==> config.mk <==
export PLATFORM = sky130hd
export DESIGN_NAME = vldr_top
export DESIGN_NICKNAME = d
export VERILOG_FILES = /design/src/vldr_pkg.sv /design/src/vldr_sync_if.sv /design/src/vldr_pin_sync.sv /design/src/vldr_top.sv
export VERILOG_INCLUDE_DIRS = /design/src /design/src/src
export SDC_FILE = /design/constraint.sdc
export NUM_CORES = 1
export LEC_CHECK = 0
export BUFFER_PORTS_ARGS = -buffer_cell sky130_fd_sc_hd__buf_2
export CAP_MARGIN = 20
export CELL_PAD_IN_SITES_DETAIL_PLACEMENT = 0
export CELL_PAD_IN_SITES_GLOBAL_PLACEMENT = 2
export CORE_ASPECT_RATIO = 1.25
export CORE_UTILIZATION = 38
export DETAILED_ROUTE_END_ITERATION = 10
export PLACE_DENSITY_LB_ADDON = 0.1
export REMOVE_ABC_BUFFERS = 1
export SKIP_CTS_REPAIR_TIMING = 1
export SLEW_MARGIN = 0
export SYNTH_ARGS = -nofsm -noshare
export SYNTH_HDL_FRONTEND = slang
export SYNTH_SLANG_ARGS = --single-unit
==> constraint.sdc <==
create_clock -name mclk -period 10.25 [get_ports mclk]
set_input_delay 2.05 -clock mclk [delete_from_list [all_inputs] [get_ports mclk]]
set_output_delay 2.05 -clock mclk [all_outputs]
set_load 0.02 [all_outputs]
==> src/vldr_cfg.svh <==
// Register map, field positions, reset values and counts of the
// video line data receiver.
// Assumes inclusion by bare name from the top module.
`ifndef VLDR_CFG_SVH
`define VLDR_CFG_SVH

`define VLDR_ADDR_VSYNC_PRV  8'h24
`define VLDR_ADDR_VBP_LO     8'h25
`define VLDR_ADDR_VBP_HI     8'h26
`define VLDR_ADDR_CTRL       8'h27
`define VLDR_ADDR_WSM_LO     8'h28
`define VLDR_ADDR_WSM_HI     8'h29
`define VLDR_ADDR_WLS_LO     8'h2a
`define VLDR_ADDR_WLS_HI     8'h2b
`define VLDR_ADDR_WDM_LO     8'h2c
`define VLDR_ADDR_WDM_HI     8'h2d
`define VLDR_ADDR_PAY_FIRST  8'h2e
`define VLDR_ADDR_PAY_LAST   8'h36
`define VLDR_ADDR_SHADOW     8'h37
`define VLDR_ADDR_TCFG       8'h39

`define VLDR_BIT_STAT        7
`define VLDR_BIT_WDE         6
`define VLDR_BIT_LIMIT       1
`define VLDR_BIT_BLIRQ       2

`define VLDR_CTRL_RST        8'h00
`define VLDR_TCFG_RST        8'h02
`define VLDR_TCFG_MASK       8'h06

`define VLDR_PULSES          7'h48
`define VLDR_PCNT_MAX        7'h7f
`define VLDR_PAY_BYTES       9
`define VLDR_SR_BITS         72

`endif

==> src/vldr_pkg.sv <==
// Types shared by the receiver modules.
// Assumes vldr_cfg.svh is on the include path.
package vldr_pkg;
    typedef enum logic [1:0] {
        VLDR_FN_NONE = 2'h0,
        VLDR_FN_DATA = 2'h1,
        VLDR_FN_CLK  = 2'h2,
        VLDR_FN_WIN  = 2'h3
    } vldr_func_e;

    typedef enum logic [3:0] {
        VLDR_FLD_WAIT   = 4'h1,
        VLDR_FLD_SYNC   = 4'h2,
        VLDR_FLD_PORCH  = 4'h4,
        VLDR_FLD_ACTIVE = 4'h8
    } vldr_fld_e;

    typedef logic [7:0] vldr_byte_t;
endpackage : vldr_pkg

==> src/vldr_sync_if.sv <==
// Synchronised levels and edges passed from the pin synchroniser.
// Assumes both ends run on mclk.
`timescale 1ns/100ps
interface vldr_sync_if #(parameter int W = 6);
    logic [W-1:0] lvl;
    logic [W-1:0] rise;
    logic [W-1:0] fall;
    modport src (output lvl, output rise, output fall);
    modport dst (input lvl, input rise, input fall);
endinterface : vldr_sync_if

==> src/vldr_pin_sync.sv <==
// Two-flop synchroniser with edge detection for the video pins.
// Assumes asynchronous pins; edges come only from the second stage on.
`timescale 1ns/100ps
module vldr_pin_sync #(
    parameter int W = 6
) (
    input  wire logic         mclk,
    input  wire logic         rst,
    input  wire logic [W-1:0] pins,
    vldr_sync_if.src          sy
);
    logic [W-1:0] s1_r;
    logic [W-1:0] s2_r;
    logic [W-1:0] s3_r;

    always_ff @(posedge mclk or posedge rst) begin
        if (rst) begin
            s1_r <= '0;
            s2_r <= '0;
            s3_r <= '0;
        end else begin
            s1_r <= pins;
            s2_r <= s1_r;
            s3_r <= s2_r;
        end
    end

    // First stage feeds the second stage only
    assign sy.lvl  = s2_r;
    assign sy.rise = s2_r & ~s3_r;
    assign sy.fall = ~s2_r & s3_r;
endmodule : vldr_pin_sync

==> src/vldr_top.sv <==
// Video line data receiver: serial block capture, window timing and
// previous-field vertical measurements behind the byte register port.
// Assumes pins are asynchronous; register port and video_present,
// video_detect_reset come from logic on mclk.
//
// Summary of operation
// - Keep previous field vertical sync width, 8 bits, in lines.
// - Keep previous field vertical back porch, 11 bits, in lines.
// - Without video, back porch plus sync spans the whole field.
// - Detect reset clears the previous field values to zero.
// - Two select bits per colour: unused, data, clock, window.
// - Window detect enable resets low and holds until host sets it.
// - First accepted 72-pulse line latches window timing values.
// - Exactly 72 valid pulses at hsync load payload, set flag.
// - Payload loads only with flag low, else shift data dropped.
// - Reading the shadow control register clears the flag.
// - Once flag clears, next valid block may update payload.
// - With flag low, time hsync start to window start, 11 bits.
// - Window start reads zero when no video is present.
// - Shadow read zeroes window values; resume at next vsync.
// - Host reads all six window bytes before clearing flag.
// - With flag low, time hsync width in blanking, 10 bits.
// - Limit bit confines accepted runs to vertical blanking.
// - Measure window pulse length on the window line, 11 bits.
// - Blank/irq select makes the output follow the capture flag.
`timescale 1ns/100ps
`include "vldr_cfg.svh"
module vldr_top (
    input  wire logic        mclk,
    input  wire logic        rst,
    input  wire logic        line_red,
    input  wire logic        line_green,
    input  wire logic        line_blue,
    input  wire logic        hsync,
    input  wire logic        vsync,
    input  wire logic        vblank,
    input  wire logic        video_present,
    input  wire logic        video_detect_reset,
    input  wire logic [7:0]  reg_addr,
    input  wire logic        reg_wr,
    input  wire logic        reg_rd,
    input  wire vldr_pkg::vldr_byte_t reg_wdata,
    output vldr_pkg::vldr_byte_t      reg_rdata,
    output logic             blank_irq
);
    import vldr_pkg::*;

    vldr_sync_if #(.W(6)) sy ();

    vldr_pin_sync #(.W(6)) u_sync (
        .mclk (mclk),
        .rst  (rst),
        .pins ({vblank, vsync, hsync, line_green, line_blue, line_red}),
        .sy   (sy)
    );

    // Channel i owns select bits [2i+1:2i]
    function automatic logic pick(input logic [5:0] ctl,
                                  input logic [2:0] v,
                                  input vldr_func_e fn);
        logic r;
        r = 1'b0;
        for (int i = 0; i < 3; i++) begin
            if (ctl[2*i +: 2] == fn) r = r | v[i];
        end
        return r;
    endfunction : pick

    vldr_byte_t  ctrl_r, ctrl_nxt, tcfg_r, tcfg_nxt;
    vldr_byte_t  rdata_r, rdata_nxt;
    logic        blirq_r, blirq_nxt;
    vldr_byte_t  pay_r   [0:`VLDR_PAY_BYTES-1];
    vldr_byte_t  pay_nxt [0:`VLDR_PAY_BYTES-1];
    logic [71:0] sr_r, sr_nxt;
    logic [6:0]  pcnt_r, pcnt_nxt;
    logic        runok_r, runok_nxt;
    logic [10:0] lcnt_r, lcnt_nxt, wst_t_r, wst_t_nxt, wlen_t_r, wlen_t_nxt;
    logic [9:0]  hsw_t_r, hsw_t_nxt, wls_r, wls_nxt;
    logic [10:0] wsm_r, wsm_nxt, wdm_r, wdm_nxt;
    logic        meas_en_r, meas_en_nxt;
    vldr_fld_e   fld_r, fld_nxt;
    logic [7:0]  vs_cnt_r, vs_cnt_nxt, vs_cur_r, vs_cur_nxt;
    logic [7:0]  vs_prv_r, vs_prv_nxt;
    logic [10:0] bp_cnt_r, bp_cnt_nxt, bp_cur_r, bp_cur_nxt;
    logic [10:0] bp_prv_r, bp_prv_nxt;

    logic hs_rise, hs_fall, vs_rise, vs_fall, vb_lvl, vb_fall;
    logic d_bit, ck_rise, win_rise, win_fall;
    logic accept, shadow_rd, stat_clr;

    assign hs_rise  = sy.rise[3];
    assign hs_fall  = sy.fall[3];
    assign vs_rise  = sy.rise[4];
    assign vs_fall  = sy.fall[4];
    assign vb_lvl   = sy.lvl[5];
    assign vb_fall  = sy.fall[5];
    assign d_bit    = pick(ctrl_r[5:0], sy.lvl[2:0], VLDR_FN_DATA);
    assign ck_rise  = pick(ctrl_r[5:0], sy.rise[2:0], VLDR_FN_CLK);
    assign win_rise = pick(ctrl_r[5:0], sy.rise[2:0], VLDR_FN_WIN);
    assign win_fall = pick(ctrl_r[5:0], sy.fall[2:0], VLDR_FN_WIN);

    assign shadow_rd = reg_rd && reg_addr == `VLDR_ADDR_SHADOW;
    assign stat_clr  = shadow_rd || (reg_wr && reg_addr == `VLDR_ADDR_CTRL
                       && !reg_wdata[`VLDR_BIT_STAT]);
    // Exactly 72 pulses, all inside the valid period, flag still low
    assign accept = hs_rise && pcnt_r == `VLDR_PULSES && runok_r
                    && !ctrl_r[`VLDR_BIT_STAT];

    // Receive shifter
    always_comb begin
        sr_nxt    = sr_r;
        pcnt_nxt  = pcnt_r;
        runok_nxt = runok_r;
        if (hs_rise) begin
            sr_nxt    = '0;
            pcnt_nxt  = '0;
            runok_nxt = 1'b1;
        end else if (ck_rise) begin
            sr_nxt = {d_bit, sr_r[71:1]};
            if (pcnt_r != `VLDR_PCNT_MAX) pcnt_nxt = pcnt_r + 7'h01;
            if (tcfg_r[`VLDR_BIT_LIMIT] && !vb_lvl) runok_nxt = 1'b0;
        end
    end

    always_ff @(posedge mclk or posedge rst) begin
        if (rst) begin
            sr_r    <= '0;
            pcnt_r  <= '0;
            runok_r <= 1'b0;
        end else begin
            sr_r    <= sr_nxt;
            pcnt_r  <= pcnt_nxt;
            runok_r <= runok_nxt;
        end
    end

    // Window timing; line counter saturates on missing hsync
    always_comb begin
        lcnt_nxt    = (lcnt_r == 11'h7ff) ? lcnt_r : lcnt_r + 11'h001;
        wst_t_nxt   = wst_t_r;
        wlen_t_nxt  = wlen_t_r;
        hsw_t_nxt   = hsw_t_r;
        wsm_nxt     = wsm_r;
        wls_nxt     = wls_r;
        wdm_nxt     = wdm_r;
        meas_en_nxt = meas_en_r;
        if (hs_rise) begin
            lcnt_nxt   = '0;
            wst_t_nxt  = '0;
            wlen_t_nxt = '0;
        end
        if (win_rise) wst_t_nxt = lcnt_r + 11'h001;
        if (win_fall) wlen_t_nxt = lcnt_r + 11'h001 - wst_t_r;
        if (hs_fall && vb_lvl) hsw_t_nxt = lcnt_r[9:0] + 10'h001;
        if (shadow_rd) begin
            wsm_nxt     = '0;
            wls_nxt     = '0;
            wdm_nxt     = '0;
            meas_en_nxt = 1'b0;
        end
        if (vs_rise) meas_en_nxt = 1'b1;
        // Timing is frozen once the flag is set, so reads stay coherent
        if (accept && meas_en_r && ctrl_r[`VLDR_BIT_WDE]) begin
            wsm_nxt = wst_t_r;
            wls_nxt = hsw_t_r;
            wdm_nxt = wlen_t_r;
        end
    end

    always_ff @(posedge mclk or posedge rst) begin
        if (rst) begin
            lcnt_r    <= '0;
            wst_t_r   <= '0;
            wlen_t_r  <= '0;
            hsw_t_r   <= '0;
            wsm_r     <= '0;
            wls_r     <= '0;
            wdm_r     <= '0;
            meas_en_r <= 1'b0;
        end else begin
            lcnt_r    <= lcnt_nxt;
            wst_t_r   <= wst_t_nxt;
            wlen_t_r  <= wlen_t_nxt;
            hsw_t_r   <= hsw_t_nxt;
            wsm_r     <= wsm_nxt;
            wls_r     <= wls_nxt;
            wdm_r     <= wdm_nxt;
            meas_en_r <= meas_en_nxt;
        end
    end

    // Field timing in line periods
    always_comb begin
        fld_nxt    = fld_r;
        vs_cnt_nxt = vs_cnt_r;
        vs_cur_nxt = vs_cur_r;
        vs_prv_nxt = vs_prv_r;
        bp_cnt_nxt = bp_cnt_r;
        bp_cur_nxt = bp_cur_r;
        bp_prv_nxt = bp_prv_r;
        unique case (fld_r)
            VLDR_FLD_WAIT: begin
                if (vs_rise) fld_nxt = VLDR_FLD_SYNC;
                vs_cnt_nxt = '0;
            end
            VLDR_FLD_SYNC: begin
                if (hs_rise && vs_cnt_r != 8'hff)
                    vs_cnt_nxt = vs_cnt_r + 8'h01;
                if (vs_fall) begin
                    fld_nxt    = VLDR_FLD_PORCH;
                    vs_cur_nxt = vs_cnt_r;
                    bp_cnt_nxt = '0;
                end
            end
            VLDR_FLD_PORCH: begin
                if (hs_rise && bp_cnt_r != 11'h7ff)
                    bp_cnt_nxt = bp_cnt_r + 11'h001;
                // Without video the porch runs on to the next vsync
                if (vs_rise) begin
                    fld_nxt    = VLDR_FLD_SYNC;
                    vs_prv_nxt = vs_cur_r;
                    bp_prv_nxt = bp_cnt_r;
                    vs_cnt_nxt = '0;
                end else if (video_present && vb_fall) begin
                    fld_nxt    = VLDR_FLD_ACTIVE;
                    bp_cur_nxt = bp_cnt_r;
                end
            end
            VLDR_FLD_ACTIVE: begin
                if (vs_rise) begin
                    fld_nxt    = VLDR_FLD_SYNC;
                    vs_prv_nxt = vs_cur_r;
                    bp_prv_nxt = bp_cur_r;
                    vs_cnt_nxt = '0;
                end
            end
        endcase
        if (video_detect_reset) begin
            fld_nxt    = VLDR_FLD_WAIT;
            vs_prv_nxt = '0;
            bp_prv_nxt = '0;
        end
    end

    always_ff @(posedge mclk or posedge rst) begin
        if (rst) begin
            fld_r    <= VLDR_FLD_WAIT;
            vs_cnt_r <= '0;
            vs_cur_r <= '0;
            vs_prv_r <= '0;
            bp_cnt_r <= '0;
            bp_cur_r <= '0;
            bp_prv_r <= '0;
        end else begin
            fld_r    <= fld_nxt;
            vs_cnt_r <= vs_cnt_nxt;
            vs_cur_r <= vs_cur_nxt;
            vs_prv_r <= vs_prv_nxt;
            bp_cnt_r <= bp_cnt_nxt;
            bp_cur_r <= bp_cur_nxt;
            bp_prv_r <= bp_prv_nxt;
        end
    end

    // Host registers; a capture in the clearing cycle wins
    always_comb begin
        ctrl_nxt  = ctrl_r;
        tcfg_nxt  = tcfg_r;
        pay_nxt   = pay_r;
        rdata_nxt = rdata_r;
        if (reg_wr && reg_addr == `VLDR_ADDR_CTRL)
            ctrl_nxt[6:0] = reg_wdata[6:0];
        if (reg_wr && reg_addr == `VLDR_ADDR_TCFG)
            tcfg_nxt = reg_wdata & `VLDR_TCFG_MASK;
        if (stat_clr) ctrl_nxt[`VLDR_BIT_STAT] = 1'b0;
        if (accept) begin
            ctrl_nxt[`VLDR_BIT_STAT] = 1'b1;
            for (int b = 0; b < `VLDR_PAY_BYTES; b++)
                pay_nxt[b] = sr_r[8*b +: 8];
        end
        if (reg_rd) begin
            unique case (reg_addr)
                `VLDR_ADDR_VSYNC_PRV: rdata_nxt = vs_prv_r;
                `VLDR_ADDR_VBP_LO:    rdata_nxt = bp_prv_r[7:0];
                `VLDR_ADDR_VBP_HI:    rdata_nxt = {5'h00, bp_prv_r[10:8]};
                `VLDR_ADDR_CTRL,
                `VLDR_ADDR_SHADOW:    rdata_nxt = ctrl_r;
                `VLDR_ADDR_WSM_LO:
                    rdata_nxt = video_present ? wsm_r[7:0] : 8'h00;
                `VLDR_ADDR_WSM_HI:
                    rdata_nxt = video_present ? {5'h00, wsm_r[10:8]} : 8'h00;
                `VLDR_ADDR_WLS_LO:    rdata_nxt = wls_r[7:0];
                `VLDR_ADDR_WLS_HI:    rdata_nxt = {6'h00, wls_r[9:8]};
                `VLDR_ADDR_WDM_LO:    rdata_nxt = wdm_r[7:0];
                `VLDR_ADDR_WDM_HI:    rdata_nxt = {5'h00, wdm_r[10:8]};
                `VLDR_ADDR_TCFG:      rdata_nxt = tcfg_r;
                default: begin
                    if (reg_addr >= `VLDR_ADDR_PAY_FIRST
                        && reg_addr <= `VLDR_ADDR_PAY_LAST)
                        rdata_nxt = pay_r[4'(reg_addr - `VLDR_ADDR_PAY_FIRST)];
                    else
                        rdata_nxt = 8'h00;
                end
            endcase
        end
        blirq_nxt = tcfg_nxt[`VLDR_BIT_BLIRQ] ?
                    ctrl_nxt[`VLDR_BIT_STAT] : vb_lvl;
    end

    always_ff @(posedge mclk or posedge rst) begin
        if (rst) begin
            ctrl_r  <= `VLDR_CTRL_RST;
            tcfg_r  <= `VLDR_TCFG_RST;
            rdata_r <= '0;
            blirq_r <= 1'b0;
            for (int b = 0; b < `VLDR_PAY_BYTES; b++) pay_r[b] <= '0;
        end else begin
            ctrl_r  <= ctrl_nxt;
            tcfg_r  <= tcfg_nxt;
            rdata_r <= rdata_nxt;
            blirq_r <= blirq_nxt;
            pay_r   <= pay_nxt;
        end
    end

    assign reg_rdata = rdata_r;
    assign blank_irq = blirq_r;
endmodule : vldr_top

==> results.py, run 1 <==
metrics = {
    "final_layout": {
        "nets": 1453,
        "design_area_sq_um": 16640,
        "final_common_cell": "dfrtp_1",
        "num_antenna_cells": 0,
        "drive_above_1_share_pct": 17.77,
        "layout_common_cells": "324 x dfrtp_1, 276 x nand2_1, 131 x a21oi_1",
        "stdcell_count": 1927,
        "area_growth_pct": 11.98,
    },
    "synth": {
        "synth_edf_count": 0,
        "synth_area_sq_um": 14860,
        "syn_area_per_cell_sq_um": 10.65,
        "synth-async-reset-ratio_pct": 100.0,
        "yosys_warnings": 0,
        "synthTopCellsByArea": "dfrtp_1 55%, mux2_2 7.7%, nand2_1 7.0%",
        "synth_top_area_share_pct": 54.57,
        "yosysUniqueCellTypes": 77,
        "ys_seq_area_share_pct": 54.93,
        "ys.flop_type": "dfrtp_1",
        "synth_top_area_cell": "dfrtp_1",
        "synthesis.instances": 1395,
        "synth-seq-cells": 326,
    },
    "power": {
        "worst_ir_drop_vdd_mv": 0.1135,
        "p_per_area_nw_per_um2": 175.4,
        "combPwrFrac_pct": 9.7,
        "p_total_mw": 2.919,
        "clkPwrFrac_pct": 43.4,
        "switching_share_pct": 25.47,
        "p_int_mw": 2.176,
        "pwr-share-seq_pct": 46.9,
        "p_sw_mw": 0.7434,
        "power.leakage_nw": 7.402,
    },
    "min_path": {
        "hold_depth": 0,
        "min_path_type": "reg2reg",
    },
    "place": {
        "dp_cells": 1860,
        "portBuffers": 36,
        "dpl.hpwl_mm": 25.11,
        "place_congestion": 0.7768,
        "placed_cell_area_sq_um": 15460,
    },
    "clock_network": {
        "path_clk_slew_ns": 0.06,
        "cts_tree": "done",
        "cts-buffers-inserted": 37,
        "cts-root-buf": "clkbuf_16",
        "cts.sinks": 326,
        "h-tree-depth": 2,
        "clk_path_buf_depth": 3,
        "clkLatencyLatePin_ns": 0.53,
    },
    "routing": {
        "antenna_left": 0,
        "drc": 0,
        "wl_mm": 38.55,
        "firstDrtPassIters": 5,
        "drtIter0Drc": 606,
        "vias_per_cell": 5.294,
        "vias": 10201,
        "wl_per_cell_um": 20.01,
    },
    "flow_run": {
        "cap_violations": 0,
    },
    "floorplan": {
        "rows": 80,
        "initial_core_util_pct": 38.75,
        "die_height_um": 223.1,
        "core_area_sq_um": 38340,
        "io_pins": 37,
        "die_w_um": 178.9,
        "die_area_sq_um": 39900,
    },
    "sta": {
        "finalCriticalPeriod_ns": 4.107,
        "max_freq_ghz": 0.2435,
        "relSlewSlack_pct": 33.09,
        "setup_viol": 0,
        "hold_viol": 0,
        "worstMarginPinSlew_ns": 1.001,
        "skew_ns": 0.01264,
        "rsz0062_at_grt": "no",
        "fin_crit_sh_pct": 40.07,
        "finalMaxSlewViolations": 0,
        "tns_ns": 0,
    },
    "global_route": {
        "overflow": 0,
        "grt_pass1_vias": 10339,
        "antenna_found_initial": 0,
        "grt_max_degree": 133,
        "grt_pass1_wl_mm": 61.31,
        "track_usage_pct": 20.00,
    },
    "worst_setup_path": {
        "ff2ff_setup_slack_ns": 7.28,
        "worstPathMaxFanout": 41,
        "cp_num_cells": 8,
        "reg2reg_depth": 10,
        "worst_path_max_delay_cell": "nand3_2",
        "r2r_start": "lcnt_r[0]",
        "worstSetupEndpoint": "blank_irq",
        "start_kind": "input pin",
        "crit_arrival_ns": 4.52,
        "cpLargestDelayFamily": "simple AND/OR/NAND/NOR gates",
        "crit_start": "reg_addr[1]",
        "cp-end-kind": "register",
        "rr_endpoint": "wlen_t_r[10]",
        "slowest_delay_ns": 0.65,
        "crit_buf_inv": 2,
        "crit_chain": "buf_2, buf_4, nand4b_1, nor2_2, nand3_2, o211ai_1, nand2_1, mux2_4",
        "crit_type": "in2reg",
        "cp.required_ns": 10.66,
    },
    "outcome": {
        "status": "complete, no violations",
    },
}
[synth_stat cells (3+ instances only)]
master,instances
buf_1,3
nor3_1,6
a22o_1,6
o211ai_1,4
a41oi_1,4
nand2_1,276
a221o_1,6
o31ai_1,13
nand3b_1,8
a31oi_1,8
nor2b_1,6
nand3_1,77
mux2_1,3
mux4_2,15
xnor2_1,12
and3_1,14
nand4b_1,10
a211oi_1,3
xor2_1,23
mux2_2,101
mux2i_1,16
inv_1,32
o21ai_1,11
buf_4,6
or3_1,3
dfrtp_1,324
nor4bb_1,5
nand2b_1,18
buf_2,29
ha_1,16
nor2_1,54
a21oi_1,131
o21a_1,3
nor3b_1,3
o21ai_0,39
nand4_1,11
clkbuf_1,43
nor3_2,4
[worst reg2reg max path, delay by kind of cell, from the launching register on]
family | cells | cell delay [ns]
xor+xnor | 2 | 0.65
flops | 1 | 0.48
fa+ha+maj | 2 | 0.62
compound gates | 5 | 1.01
buf+inv | 1 | 0.10
[area by class of cell]
| cell class | count | area [sq um] |
|---|---|---|
| Clock inverter | 6 | 33.78 |
| Tap cell | 492 | 615.6 |
| Timing Repair Buffer | 55 | 342.8 |
| Multi-Input combinational cell | 956 | 6242 |
| Clock buffer | 60 | 1115 |
| Inverter | 32 | 127.6 |
| Fill cell | 3720 | 21700 |
| Sequential cell | 326 | 8160 |
[registers in the layout, indices dropped and copies added (netlist names), 11 cells and up]
signal	cells
bp_prv_r	11
bp_cur_r	11
pay_r	72
lcnt_r	11
wsm_r	11
bp_cnt_r	11
wdm_r	11
wst_t_r	11
wlen_t_r	11
sr_r	72
[stage by stage]
stage | worst slack (ns) | utilization, % | hold slack [ns]
floorplan | -0.8231 | - | 0.3312
global placement | 5.576 | 40.33 | 0.3324
detailed placement | 5.557 | 40.33 | 0.3364
CTS | 6.126 | 43.33 | 0.3490
global route | 5.839 | 43.40 | 0.3584
finish | 6.143 | 43.40 | 0.3463
[worst min path at each step]
stage,to,startpoint
2_1_floorplan,u_sync.sy.lvl[0],u_sync.s1_r[0]
3_3_place_gp,u_sync.sy.lvl[5],u_sync.s1_r[5]
3_5_place_dp,u_sync.sy.lvl[5],u_sync.s1_r[5]
4_1_cts,u_sync.sy.lvl[5],u_sync.s1_r[5]
5_1_grt,u_sync.sy.lvl[5],u_sync.s1_r[5]
6_report,u_sync.sy.lvl[5],u_sync.s1_r[5]
[power groups by stage]
stage	Clock, mW	Sequential (mW)	Combinational [mW]
finish	1.27	1.37	0.283
global route	1.35	1.37	0.324
CTS	1.31	1.37	0.292
detailed placement	0	1.39	0.291
global placement	0	1.39	0.289
floorplan	0	1.38	0.195
[logic make-up after synthesis]
logic type	synth area share, %
muxes	11.44
adders and majority gates	1.482
AOI/OAI and AO/OA	10.11
DFF	54.93
xor gates and xnor gates	2.282
buffers and inverters	3.251
and+or+nand+nor	16.51
[per-layer routing]
layer  GRT usage, %  wire length (um)  vias to the layer above
met1          26.98             17500                     5132
met2          33.57             19230                      117
met5              0                 0                        -
met3          2.505               989                       49
met4          5.467               831                        0
li1               -                 -                     4903
Note: power is estimated with default switching activity, not from simulation.
==> inputs of run 2 (changes only) <==
==> constraint.sdc (replaced) <==
create_clock -name mclk -period 3.35 [get_ports mclk]
set_input_delay 0.67 -clock mclk [delete_from_list [all_inputs] [get_ports mclk]]
set_output_delay 0.67 -clock mclk [all_outputs]
set_load 0.02 [all_outputs]
==> results.py, run 2 (synthesis results as in run 1) <==
metrics = {
    "routing": {
        "vias_per_cell": 5.328,
        "vias": 10299,
        "wl_per_cell_um": 20.18,
        "drtIter0Drc": 636,
        "wl_mm": 39.01,
        "antenna_left": 0,
        "drc": 0,
        "firstDrtPassIters": 4,
    },
    "power": {
        "power.leakage_nw": 7.491,
        "worst_ir_drop_vdd_mv": 0.3123,
        "p_total_mw": 9.109,
        "p_per_area_nw_per_um2": 541.4,
    },
    "floorplan": {
        "core_area_sq_um": 38340,
        "initial_core_util_pct": 38.75,
        "rows": 80,
        "die_area_sq_um": 39900,
        "io_pins": 37,
        "die_height_um": 223.1,
        "die_w_um": 178.9,
    },
    "final_layout": {
        "final_common_cell": "dfrtp_1",
        "layout_common_cells": "324 x dfrtp_1, 276 x nand2_1, 131 x a21oi_1",
        "nets": 1463,
        "multiInputGateArea_sq_um": 6242,
        "drive_above_1_share_pct": 18.53,
        "num_antenna_cells": 0,
        "reg_top3": "pay_r (72), sr_r (72)",
        "area_growth_pct": 13.26,
        "fillers": 3741,
        "regArea_sq_um": 8160,
    },
    "place": {
        "dpl.hpwl_mm": 26.42,
        "place_congestion": 0.8364,
        "portBuffers": 36,
    },
    "worst_setup_path": {
        "crit_type": "reg2reg",
        "worst_path_max_delay_cell": "dfrtp_1",
        "cp-end-kind": "register",
        "cp.required_ns": 3.72,
        "crit_arrival_ns": 3.22,
        "slowest_delay_ns": 0.46,
        "crit_chain": "ha_1, xnor2_1, inv_1, ha_1, a211oi_1, o211ai_1, a31o_2, a21oi_1, xnor2_1, o21ai_1",
        "start_kind": "register",
        "worstPathMaxFanout": 7,
    },
    "clock_network": {
        "clkLatencyLatePin_ns": 0.53,
        "cts-buffers-inserted": 37,
        "cts_tree": "done",
        "cts.sinks": 326,
        "path_clk_slew_ns": 0.06,
        "cts-root-buf": "clkbuf_16",
        "h-tree-depth": 2,
        "clk_path_buf_depth": 3,
    },
    "sta": {
        "hold_viol": 0,
        "relSlewSlack_pct": 31.01,
        "setup_viol": 0,
        "tns_ns": 0,
        "rsz0062_at_grt": "no",
        "finalMaxSlewViolations": 0,
        "skew_ns": 0.01229,
        "fin_crit_sh_pct": 85.28,
        "max_freq_ghz": 0.3500,
        "worstMarginPinSlew_ns": 1.035,
        "finalCriticalPeriod_ns": 2.857,
    },
    "global_route": {
        "antenna_found_initial": 0,
        "track_usage_pct": 20.41,
        "grt_pass1_vias": 10620,
        "overflow": 0,
        "grt_max_degree": 92,
        "grt_pass1_wl_mm": 62.64,
    },
    "flow_run": {
        "cap_violations": 0,
    },
    "min_path": {
        "min_path_type": "in2async",
    },
    "outcome": {
        "status": "complete, no violations",
    },
}
[run 2: cell type report]
cell class	count	area share, %
clock buffers	54	6.358
well taps	492	3.659
clock inverters	8	0.7436
multi-input cells	956	37.10
repair buffers	65	2.885
inverters	32	0.7585
flip-flops and latches	326	48.50
[run 2: routing by layer]
metal	track usage, %	up-vias	share of wire (%)	wire (um)
met5	0	-	0	0
met4	5.358	0	2.1	836
met3	2.573	52	2.4	930
met2	34.72	107	51	19760
met1	27.19	5218	45	17490
li1	-	4922	-	-
[run 2: final timing paths]
kind | from | endpoint | slack, ns | cells past startpoint
worst max-delay path | lcnt_r[0] | wlen_t_r[10] | 0.49 | 10
worst min-delay path | rst | wsm_r[9] | 0.20 | 2
worst max register to register | lcnt_r[0] | wlen_t_r[10] | 0.49 | 10
worst min register to register | u_sync.s1_r[3] | u_sync.sy.lvl[3] | 0.35 | 0
max in group asynchronous | rst | pay_r[34] | 2.36 | 3
min in group mclk | vsync | u_sync.s1_r[4] | 0.25 | 1
[run 2: power by group]
part / leakage (nW) / internal, mW / switching (mW)
sequential: 4.31 / 4.06 / 0.122
combinational: 2.60 / 0.333 / 0.560
clock: 0.584 / 2.44 / 1.59
[run 2: metrics by stage]
step / hold WS [ns] / cell area, sq um / instances / utilization, % / setup slack [ns]
2_1_floorplan: 0.3312 / 14490 / 1314 / - / -6.343
3_3_place_gp: 0.3318 / 15630 / 1871 / 40.77 / 0.5636
3_5_place_dp: 0.3347 / 15630 / 1871 / 40.77 / 0.5403
4_1_cts: 0.2203 / 16830 / 1933 / 43.89 / 0.5201
5_1_grt: 0.2240 / 16830 / 1933 / 43.89 / 0.2968
6_report: 0.2014 / 16830 / 1933 / 43.89 / 0.4932
[run 2: worst max-delay path: cells and delay by family (launching register included)]
family / cells / cell delay [ns]
flops: 1 / 0.46
xor+xnor: 2 / 0.46
compound gates: 5 / 1.12
fa+ha+maj: 2 / 0.60
buf+inv: 1 / 0.08
==> inputs of run 3 (changes only) <==
--- a/config.mk
+++ b/config.mk
@@ -13,7 +13,7 @@
 export CORE_ASPECT_RATIO = 1.25
 export CORE_UTILIZATION = 38
 export DETAILED_ROUTE_END_ITERATION = 10
-export PLACE_DENSITY_LB_ADDON = 0.1
+export PLACE_DENSITY = 0.75
 export REMOVE_ABC_BUFFERS = 1
 export SKIP_CTS_REPAIR_TIMING = 1
 export SLEW_MARGIN = 0
==> results.py, run 3 (synthesis results as in run 1) <==
metrics = {
    "sta": {
        "skew_ns": 0.01430,
        "hold_viol": 0,
        "tns_ns": 0,
        "max_freq_ghz": 0.3564,
        "finalCriticalPeriod_ns": 2.806,
        "worstMarginPinSlew_ns": 0.9440,
        "relSlewSlack_pct": 37.07,
        "rsz0062_at_grt": "no",
        "fin_crit_sh_pct": 83.75,
        "finalMaxSlewViolations": 0,
        "setup_viol": 0,
        "fin_ws_ns": 0.5442,
    },
    "clock_network": {
        "cts-root-buf": "clkbuf_16",
        "cts_tree": "done",
        "clk_path_buf_depth": 3,
        "cts.sinks": 326,
        "clkLatencyLatePin_ns": 0.53,
        "cts-buffers-inserted": 37,
        "h-tree-depth": 2,
        "path_clk_slew_ns": 0.06,
    },
    "worst_setup_path": {
        "cp-end-kind": "register",
        "crit_arrival_ns": 3.18,
        "worstPathMaxFanout": 7,
        "start_kind": "register",
        "cp.required_ns": 3.73,
        "crit_type": "reg2reg",
    },
    "routing": {
        "wl_mm": 37.44,
        "vias_per_cell": 5.339,
        "antenna_left": 0,
        "vias": 10342,
        "drc": 0,
        "wl_per_cell_um": 19.33,
        "firstDrtPassIters": 4,
        "drtIter0Drc": 504,
    },
    "power": {
        "worst_ir_drop_vdd_mv": 0.2924,
        "p_total_mw": 9.291,
        "p_per_area_nw_per_um2": 550.3,
        "power.leakage_nw": 7.529,
    },
    "global_route": {
        "grt_util_met2_pct": 31.91,
        "track_usage_pct": 19.40,
        "grtUsageMet1_pct": 26.26,
        "grt_pass1_wl_mm": 59.80,
        "grt_pass1_vias": 10436,
        "grtUsageMet3_pct": 3.306,
        "antenna_found_initial": 0,
        "grt_busiest_layer": "met2",
        "overflow": 0,
        "grt_max_degree": 90,
    },
    "floorplan": {
        "core_area_sq_um": 38340,
        "die_height_um": 223.1,
        "io_pins": 37,
        "die_area_sq_um": 39900,
        "die_w_um": 178.9,
        "rows": 80,
        "initial_core_util_pct": 38.75,
    },
    "final_layout": {
        "multiInputGateArea_sq_um": 6242,
        "nets": 1464,
        "layout_common_cells": "324 x dfrtp_1, 276 x nand2_1, 131 x a21oi_1",
        "num_antenna_cells": 0,
        "reg_top3": "pay_r (72), sr_r (72)",
        "area_growth_pct": 13.64,
        "fin_util_pct": 44.04,
        "drive_above_1_share_pct": 18.69,
        "fillers": 3703,
        "final_common_cell": "dfrtp_1",
        "stdcell_count": 1937,
        "regArea_sq_um": 8160,
    },
    "min_path": {
        "min_path_type": "in2reg",
    },
    "place": {
        "dpl.hpwl_mm": 25.06,
        "place_congestion": 0.8114,
        "dp_cells": 1872,
        "portBuffers": 36,
        "preCtsSetupSlack_ns": 0.5272,
    },
    "flow_run": {
        "cap_violations": 0,
    },
    "outcome": {
        "status": "complete, no violations",
    },
}
==> run 3: changes by cell type in the layout (fill, tap and decap cells not counted), sizes merged <==
cell and delta:
inv -1, buf +1, clkinv +4, bufinv +2, clkinvlp -1, clkbuf -1
==> run 3: worst max-delay path, cell delays in order (launching register included) <==
cell	delay (ns)
dfrtp_1	0.46
ha_1	0.26
xnor2_1	0.28
inv_1	0.08
ha_1	0.34
a211oi_1	0.42
o211ai_1	0.19
a31o_2	0.26
a21oi_1	0.17
xnor2_1	0.14
o21ai_1	0.07
==> run 3: final cells by class <==
cell class	count	area share (%)
clock buffer	53	6.329
clock inverter	12	1.119
inverter	32	0.7559
multi-input combinational	956	36.97
sequential	326	48.33
tap	492	3.646
timing repair buffer	66	2.846
==> run 3: worst paths after layout <==
| kind | start | endpoint | slack (ns) | cells after the start |
|---|---|---|---|---|
| min | vsync | u_sync.s1_r[4] | 0.24 | 1 |
| min in group asynchronous | rst | ctrl_r[0] | 0.25 | 2 |
| max reg2reg | lcnt_r[0] | wlen_t_r[10] | 0.54 | 10 |
| max | lcnt_r[0] | wlen_t_r[10] | 0.54 | 10 |
| max in group asynchronous | rst | wst_t_r[5] | 2.26 | 3 |
| min reg2reg | u_sync.s1_r[1] | u_sync.sy.lvl[1] | 0.35 | 0 |
==> run 3: routing by layer <==
metal	part of all wire, %	vias up	routed length (um)
li1	-	4918	-
met1	45	5213	16770
met2	49	160	18430
met3	3.8	51	1409
met4	2.2	0	832
met5	0	-	0
==> run 3: power breakdown <==
part	internal (mW)	leakage [nW]	switching (mW)
clock network	2.60	0.620	1.63
logic	0.329	2.60	0.547
registers	4.06	4.31	0.122
==> run 3: per-stage QoR <==
step	instance area [sq um]	hold WS, ns
2_1_floorplan	14490	0.3312
3_3_place_gp	15630	0.3335
3_5_place_dp	15630	0.3347
4_1_cts	16880	0.2179
5_1_grt	16880	0.2169
6_report	16880	0.2407
